<file path="config.mk">
export PLATFORM = sky130hd
export DESIGN_NAME = pbpc_top
export DESIGN_NICKNAME = d
export VERILOG_FILES = /design/src/include/pbpc_pkg.sv /design/src/design/pbpc_top.sv /design/src/design/pbpc_pin_mux.sv
export VERILOG_INCLUDE_DIRS = /design/src /design/src/include
export SDC_FILE = /design/constraint.sdc
export NUM_CORES = 1
export LEC_CHECK = 0
export BUFFER_PORTS_ARGS = -buffer_cell sky130_fd_sc_hd__buf_2
export CORE_UTILIZATION = 24
export CTS_CLUSTER_SIZE = 24
export DETAILED_ROUTE_END_ITERATION = 8
export GPL_ROUTABILITY_DRIVEN = 0
export GPL_TIMING_DRIVEN = 0
export REMOVE_ABC_BUFFERS = 1
export SYNTH_ARGS = -nofsm -noshare
export SYNTH_HDL_FRONTEND = slang
export SYNTH_SLANG_ARGS = --single-unit
</file>
<file path="constraint.sdc">
create_clock -name pclk -period 3.9 [get_ports pclk]
set_input_delay 0.78 -clock pclk [delete_from_list [all_inputs] [get_ports pclk]]
set_output_delay 0.78 -clock pclk [all_outputs]
set_load 0.01 [all_outputs]
</file>
<file path="src/include/pbpc_cfg.svh">
// register map, reset values and field positions of the low-nibble pin control block
`ifndef PBPC_CFG_SVH
`define PBPC_CFG_SVH

// ----------------------------------------
// register byte offsets
// ----------------------------------------
`define PBPC_OFF_DIR 8'h00
`define PBPC_OFF_LAT 8'h04
`define PBPC_OFF_PORT 8'h08
`define PBPC_OFF_ANA 8'h0C
`define PBPC_OFF_CTRL 8'h10

// ----------------------------------------
// reset values
// ----------------------------------------
`define PBPC_RST_DIR 4'hF
`define PBPC_RST_LAT 4'h0
`define PBPC_RST_ANA 4'h0
`define PBPC_RST_PUDN 1'b1
`define PBPC_RST_ANA_EN 4'hF

// ----------------------------------------
// field positions and defaults
// ----------------------------------------
`define PBPC_CTRL_PUDN_BIT 0
`define PBPC_CTRL_DBG_BIT 1
`define PBPC_DBG_PIN_MASK 4'hC

`endif

</file>
<file path="src/include/pbpc_pkg.sv">
// types shared by the low-nibble pin control block
package pbpc_pkg;
  typedef logic [3:0] pbpc_nib_type;
  typedef enum {
    PBPC_REG_DIR,
    PBPC_REG_LAT,
    PBPC_REG_PORT,
    PBPC_REG_ANA,
    PBPC_REG_CTRL,
    PBPC_REG_NONE
  } pbpc_reg_type;
endpackage : pbpc_pkg

</file>
<file path="src/design/pbpc_top.sv">
// low-nibble pin control: apb registers, input synchroniser and registered pin drive
`timescale 1ns/1ps
`include "pbpc_cfg.svh"
module pbpc_top
  import pbpc_pkg::*;
#(
  parameter pbpc_nib_type DBG_PIN_MASK = `PBPC_DBG_PIN_MASK
)
(
  input wire logic pclk,
  input wire logic presetn,
  input wire logic psel,
  input wire logic penable,
  input wire logic pwrite,
  input wire logic [7:0] paddr,
  input wire logic [31:0] pwdata,
  input wire logic [3:0] pstrb,
  output logic [31:0] prdata,
  output logic pready,
  output logic pslverr,
  input wire logic in_circuit_debug_mode,
  input wire logic [2:0] pmp_sel,
  input wire logic pmp_byte_enable_out,
  input wire logic pmp_addr_3_out,
  input wire logic pmp_addr_2_out,
  input wire pbpc_nib_type periph_out_sel,
  input wire pbpc_nib_type periph_out_val,
  input wire pbpc_nib_type pin_in,
  output pbpc_nib_type pin_out,
  output pbpc_nib_type pin_oe,
  output pbpc_nib_type pin_pullup_en,
  output pbpc_nib_type pin_analog_en,
  output pbpc_nib_type periph_din
);

  // ----------------------------------------
  // address decode
  // ----------------------------------------
  function automatic pbpc_reg_type pbpc_decode(input logic [7:0] addr);
    unique case (addr)
      `PBPC_OFF_DIR: pbpc_decode = PBPC_REG_DIR;
      `PBPC_OFF_LAT: pbpc_decode = PBPC_REG_LAT;
      `PBPC_OFF_PORT: pbpc_decode = PBPC_REG_PORT;
      `PBPC_OFF_ANA: pbpc_decode = PBPC_REG_ANA;
      `PBPC_OFF_CTRL: pbpc_decode = PBPC_REG_CTRL;
      default: pbpc_decode = PBPC_REG_NONE;
    endcase
  endfunction : pbpc_decode

  pbpc_nib_type port_direction_bits_q, port_direction_bits_d;
  pbpc_nib_type port_output_latch_q, port_output_latch_d;
  pbpc_nib_type analog_config_reg_b_q, analog_config_reg_b_d;
  logic pullup_disable_n_q, pullup_disable_n_d;
  logic [31:0] prdata_q, prdata_d;
  logic pready_q, pready_d;
  logic pslverr_q, pslverr_d;
  pbpc_nib_type sync1_q, sync2_q;
  pbpc_nib_type oe_q, out_q, pu_q, ana_q, din_q;
  pbpc_nib_type oe_d, out_d, pu_d, ana_d, din_d;
  pbpc_nib_type dbg_pins;
  pbpc_reg_type sel_reg;
  logic wr_go;
  pbpc_nib_type ana_out_mask;

  assign dbg_pins = in_circuit_debug_mode ? DBG_PIN_MASK : 4'h0;

  // ----------------------------------------
  // apb register group
  // ----------------------------------------
  always_comb begin
    sel_reg = pbpc_decode(paddr);
    // zero wait: pready rises in the access phase of every transfer
    wr_go = psel & penable & pready_q & pwrite & pstrb[0];
    port_direction_bits_d = port_direction_bits_q;
    port_output_latch_d = port_output_latch_q;
    analog_config_reg_b_d = analog_config_reg_b_q;
    pullup_disable_n_d = pullup_disable_n_q;
    pready_d = psel & ~penable;
    pslverr_d = psel & ~penable & (sel_reg == PBPC_REG_NONE);
    prdata_d = 32'h0000_0000;
    if (wr_go) begin
      unique case (sel_reg)
        PBPC_REG_DIR: port_direction_bits_d = pwdata[3:0];
        // a port write lands in the output latch
        PBPC_REG_LAT, PBPC_REG_PORT: port_output_latch_d = pwdata[3:0];
        PBPC_REG_ANA: analog_config_reg_b_d = pwdata[3:0];
        PBPC_REG_CTRL: pullup_disable_n_d = pwdata[`PBPC_CTRL_PUDN_BIT];
        PBPC_REG_NONE: pullup_disable_n_d = pullup_disable_n_q;
      endcase
    end
    if (psel & ~penable & ~pwrite) begin
      unique case (sel_reg)
        PBPC_REG_DIR: prdata_d[3:0] = port_direction_bits_q;
        PBPC_REG_LAT: prdata_d[3:0] = port_output_latch_q;
        PBPC_REG_PORT: prdata_d[3:0] = din_q;
        PBPC_REG_ANA: prdata_d[3:0] = analog_config_reg_b_q;
        PBPC_REG_CTRL: begin
          prdata_d[`PBPC_CTRL_PUDN_BIT] = pullup_disable_n_q;
          prdata_d[`PBPC_CTRL_DBG_BIT] = in_circuit_debug_mode;
        end
        PBPC_REG_NONE: prdata_d = 32'h0000_0000;
      endcase
    end
  end

  always_ff @(posedge pclk or negedge presetn) begin
    if (!presetn) begin
      port_direction_bits_q <= `PBPC_RST_DIR;
      port_output_latch_q <= `PBPC_RST_LAT;
      analog_config_reg_b_q <= `PBPC_RST_ANA;
      pullup_disable_n_q <= `PBPC_RST_PUDN;
      prdata_q <= 32'h0000_0000;
      pready_q <= 1'b0;
      pslverr_q <= 1'b0;
    end else begin
      port_direction_bits_q <= port_direction_bits_d;
      port_output_latch_q <= port_output_latch_d;
      analog_config_reg_b_q <= analog_config_reg_b_d;
      pullup_disable_n_q <= pullup_disable_n_d;
      prdata_q <= prdata_d;
      pready_q <= pready_d;
      pslverr_q <= pslverr_d;
    end
  end

  assign prdata = prdata_q;
  assign pready = pready_q;
  assign pslverr = pslverr_q;

  // ----------------------------------------
  // pin steering
  // ----------------------------------------
  pbpc_pin_mux u_mux (
    .dir(port_direction_bits_q),
    .lat(port_output_latch_q),
    .ana_dig(analog_config_reg_b_q),
    .pud_n(pullup_disable_n_q),
    .dbg(dbg_pins),
    .pmp_en({pmp_sel, 1'b0}),
    .pmp_val({pmp_addr_2_out, pmp_addr_3_out, pmp_byte_enable_out, 1'b0}),
    .per_sel(periph_out_sel),
    .per_val(periph_out_val),
    .pin_sync(sync2_q),
    .oe_d(oe_d),
    .out_d(out_d),
    .pu_d(pu_d),
    .ana_d(ana_d),
    .din_d(din_d)
  );

  // ----------------------------------------
  // pin registers
  // ----------------------------------------
  // pad levels are asynchronous, so two flops before anything reads them
  always_ff @(posedge pclk or negedge presetn) begin
    if (!presetn) begin
      sync1_q <= 4'h0;
      sync2_q <= 4'h0;
      oe_q <= 4'h0;
      out_q <= 4'h0;
      pu_q <= 4'h0;
      ana_q <= `PBPC_RST_ANA_EN;
      din_q <= 4'h0;
    end else begin
      sync1_q <= pin_in;
      sync2_q <= sync1_q;
      oe_q <= oe_d;
      out_q <= out_d;
      pu_q <= pu_d;
      ana_q <= ana_d;
      din_q <= din_d;
    end
  end

  assign pin_oe = oe_q;
  assign pin_out = out_q;
  assign pin_pullup_en = pu_q;
  assign pin_analog_en = ana_q;
  assign periph_din = din_q;

  // ----------------------------------------
  // checks
  // ----------------------------------------
  // analog pins that should plainly drive their latch
  assign ana_out_mask = ~port_direction_bits_q & ~analog_config_reg_b_q & ~{pmp_sel, 1'b0} & ~periph_out_sel & ~dbg_pins;
endmodule : pbpc_top

</file>
<file path="src/design/pbpc_pin_mux.sv">
// per-pin direction, override, pull-up and analog gating for four pins
`timescale 1ns/1ps
module pbpc_pin_mux
  import pbpc_pkg::*;
(
  input wire pbpc_nib_type dir,
  input wire pbpc_nib_type lat,
  input wire pbpc_nib_type ana_dig,
  input wire logic pud_n,
  input wire pbpc_nib_type dbg,
  input wire pbpc_nib_type pmp_en,
  input wire pbpc_nib_type pmp_val,
  input wire pbpc_nib_type per_sel,
  input wire pbpc_nib_type per_val,
  input wire pbpc_nib_type pin_sync,
  output pbpc_nib_type oe_d,
  output pbpc_nib_type out_d,
  output pbpc_nib_type pu_d,
  output pbpc_nib_type ana_d,
  output pbpc_nib_type din_d
);
  pbpc_nib_type drv_pmp;
  pbpc_nib_type drv_lat;
  pbpc_nib_type dig_on;

  // ----------------------------------------
  // pin steering
  // ----------------------------------------
  always_comb begin
    drv_pmp = pmp_en & ~dbg;
    drv_lat = ~dir & ~dbg & ~drv_pmp;
    dig_on = ana_dig & ~dbg;
    oe_d = drv_pmp | drv_lat;
    // peripheral outputs only reach the pin when software set dir to output
    out_d = ((drv_pmp & pmp_val) | (drv_lat & per_sel & per_val) | (drv_lat & ~per_sel & lat));
    ana_d = ~ana_dig & ~dbg;
    pu_d = {4{~pud_n}} & dir & dig_on & ~drv_pmp;
    din_d = pin_sync & dig_on;
  end
endmodule : pbpc_pin_mux

</file>
==> flow_summary.json <==
{
  "hold_buffers": 0,
  "synth.distinct_cells": 33,
  "initial_core_util_pct": 24.9,
  "n_antenna_cell": 0,
  "num_rows": 33,
  "path_depth": 5,
  "place_hpwl_um": 3230,
  "core_mm2": 0.00826,
  "syn_area_per_cell_um2": 12.1,
  "ys_ff_latch": 47,
  "finClkSkew_ns": 0.00416,
  "die-area_mm2": 0.00896,
  "die_h_um": 94.6,
  "yosysSeqAreaShare_pct": 57.7,
  "clock_latency_ns": 0.30,
  "htreeDepth": 2,
  "relSlewSlack_pct": 31.9,
  "period_minus_slack_ns": 2.30,
  "grt_pass1_wl_um": 6150,
  "yosysMostFrequentCell": "dfrtp_1",
  "grt_start_max_net_pins": 48,
  "routed_wl_um": 4210,
  "ant_nets": 0,
  "cp.buffers_inverters": 1,
  "synth_flop_cell": "dfrtp_1",
  "cp.required_ns": 4.08,
  "critPathLaunchType": "input port",
  "ios": 122,
  "root_buffer": "clkbuf_8",
  "wl_per_cell_um": 12.4,
  "placed_cell_area_mm2": 0.00237,
  "cts.sinks": 47,
  "finish.net_count": 302,
  "numCtsBuffers": 5,
  "postSynthCellCount": 170,
  "fin_area_mm2": 0.00249,
  "drt_pass1_iterations": 4,
  "finalSetupViolCount": 0,
  "post_cts_resized": 0,
  "max_cap_violations": 0,
  "portBuffers": 62,
  "holdWs_ns": 0.354,
  "antenna_found_initial": 0,
  "synth_top_area_share_pct": 46.2,
  "synthArstFlopShare_pct": 100,
  "syn2layout_area_growth_pct": 21.0,
  "cts_tree": "yes",
  "peakVddDrop_mv": 0.128,
  "drive_above_1_share_pct": 42.1,
  "setup.worst_path.class": "in -> reg",
  "synthTopCellsByArea": "dfrtp_1 46%, dfstp_2 11%, buf_4 10%",
  "synth_area_mm2": 0.00206,
  "rsz0062_at_grt": "no",
  "drc": 0,
  "grt_pass1_vias": 1220,
  "p_per_area_mw_per_mm2": 376,
  "synth_common_cells": "38 x dfrtp_1, 28 x buf_4, 16 x nor2_1",
  "die_w_um": 94.6,
  "cpPeakStageDelay_ns": 0.47,
  "drt_iter0_drc": 25,
  "post-route-period-util_pct": 59.0,
  "ys_warn_count": 0,
  "hold_violations": 0,
  "holdPathStages": 0,
  "post_cts.repair.setup_buffers": 0,
  "drt-vias-per-instance": 3.99,
  "cpMaxStageDelayCell": "or3_1",
  "status": "finished, final reports clean",
  "vias": 1355,
  "synth.largest_area_cell": "dfrtp_1",
  "track_usage_pct": 9.48,
  "reg2reg_depth": 4,
  "worstPathArrival_ns": 2.48,
  "cp-end-kind": "register",
  "critPathTopFamily": "simple AND/OR/NAND/NOR gates",
  "cp_cell_sequence": "buf_2 -> or3_1 -> nor4_1 -> and3_1 -> mux2_2",
  "min_path_type": "reg -> reg",
  "worstMarginPinSlew_ns": 1.02,
  "worstPathMaxFanout": 5,
  "finalMaxSlewViolations": 0,
  "fmax_mhz": 435,
  "clock_path_buffers": 2,
  "finalSetupTns_ns": 0,
  "synth_edf_count": 0,
  "grt-ovfl-total": 0,
  "power.static_leakage_nw": 1.27,
  "clk_pin_slew_worst_paths_ns": 0.08
}
-- stage by stage --
| step | cells | total power, mW | utilization, % | worst slack, ns |
|---|---|---|---|---|
| 2_1_floorplan | 165 | 0.540 | - | 1.67 |
| 3_3_place_gp | 332 | 0.582 | 28.8 | 1.30 |
| 6_report | 340 | 0.937 | 30.2 | 1.60 |
| 3_5_place_dp | 332 | 0.584 | 28.8 | 1.28 |
| 5_1_grt | 340 | 0.982 | 30.2 | 1.50 |
| 4_1_cts | 340 | 0.951 | 30.2 | 1.60 |
-- area by class of cell --
class / instances / area (um^2)
Sequential cell: 47 / 1190
Clock inverter: 2 / 35.0
Timing Repair Buffer: 62 / 310
Fill cell: 875 / 5770
Clock buffer: 6 / 82.6
Multi-Input combinational cell: 113 / 727
Inverter: 5 / 18.8
Tap cell: 105 / 131
-- where the power goes --
| part | internal [mW] | leakage [nW] | switching [mW] |
|---|---|---|---|
| clock network | 0.207 | 0.0612 | 0.157 |
| logic | 0.0256 | 0.628 | 0.0462 |
| registers | 0.498 | 0.585 | 0.00272 |
-- routing by layer --
metal / vias up / routed length, um / global-route usage [%]
li1: 645 / - / -
met1: 652 / 1770 / 11.0
met2: 53 / 2060 / 15.5
met3: 5 / 314 / 3.62
met4: 0 / 65 / 4.17
met5: - / 0 / 0
-- flip-flops by register name, indices dropped and copies added (netlist names) --
| register | count |
|---|---|
| analog_config_reg_b_q | 4 |
| periph_din | 4 |
| pin_analog_en | 4 |
| pin_oe | 4 |
| pin_out | 4 |
| pin_pullup_en | 4 |
| port_direction_bits_q | 4 |
| port_output_latch_q | 4 |
| prdata | 4 |
| pready | 1 |
| pslverr | 1 |
| pullup_disable_n_q | 1 |
| sync1_q | 4 |
| sync2_q | 4 |
-- placed cells by master, fill, tap and decap left out, types with 2 or more instances in the layout --
master    count
a21oi_1       2
a22oi_1       2
a32oi_1       2
and2_1        2
and3_1        4
buf_2        62
clkbuf_8      6
conb_1       28
dfrtp_1      38
dfstp_2       9
inv_1         5
mux2_2       13
mux2_4        4
mux2i_1       6
nand2_1       5
nand2b_1      2
nor2_1       16
nor2b_1       4
nor3_1        7
nor4_1        2
o21ai_0       2
o22ai_1       2
or3_1         2
-- cells by family (layout without fill, tap and decap cells) --
logic type             count (synthesis)  after routing  synth area share (%)
AND/OR/NAND/NOR                       50             50                  13.3
XOR/XNOR                               1              1                 0.425
buffers and inverters                 37             75                  12.0
AO/OA/AOI/OAI                         11             11                  3.52
flip-flops                            47             47                  57.7
other                                  1             28                 0.182
multiplexers                          23             23                  12.9
-- worst paths after layout --
kind / to / slack, ns / start
worst max-delay path: port_output_latch_q[0]$_DFFE_PN0P_ / 1.60 / paddr[5]
worst min-delay path: sync2_q[1]$_DFF_PN0_ / 0.35 / sync1_q[1]$_DFF_PN0_
worst max register to register: port_output_latch_q[0]$_DFFE_PN0P_ / 2.30 / pready$_DFF_PN0_
worst min register to register: sync2_q[1]$_DFF_PN0_ / 0.35 / sync1_q[1]$_DFF_PN0_
max in group asynchronous: pin_pullup_en[0]$_DFF_PN0_ / 2.61 / presetn
min in group asynchronous: pin_pullup_en[2]$_DFF_PN0_ / 0.66 / presetn
(Power assumes the default switching activity.)
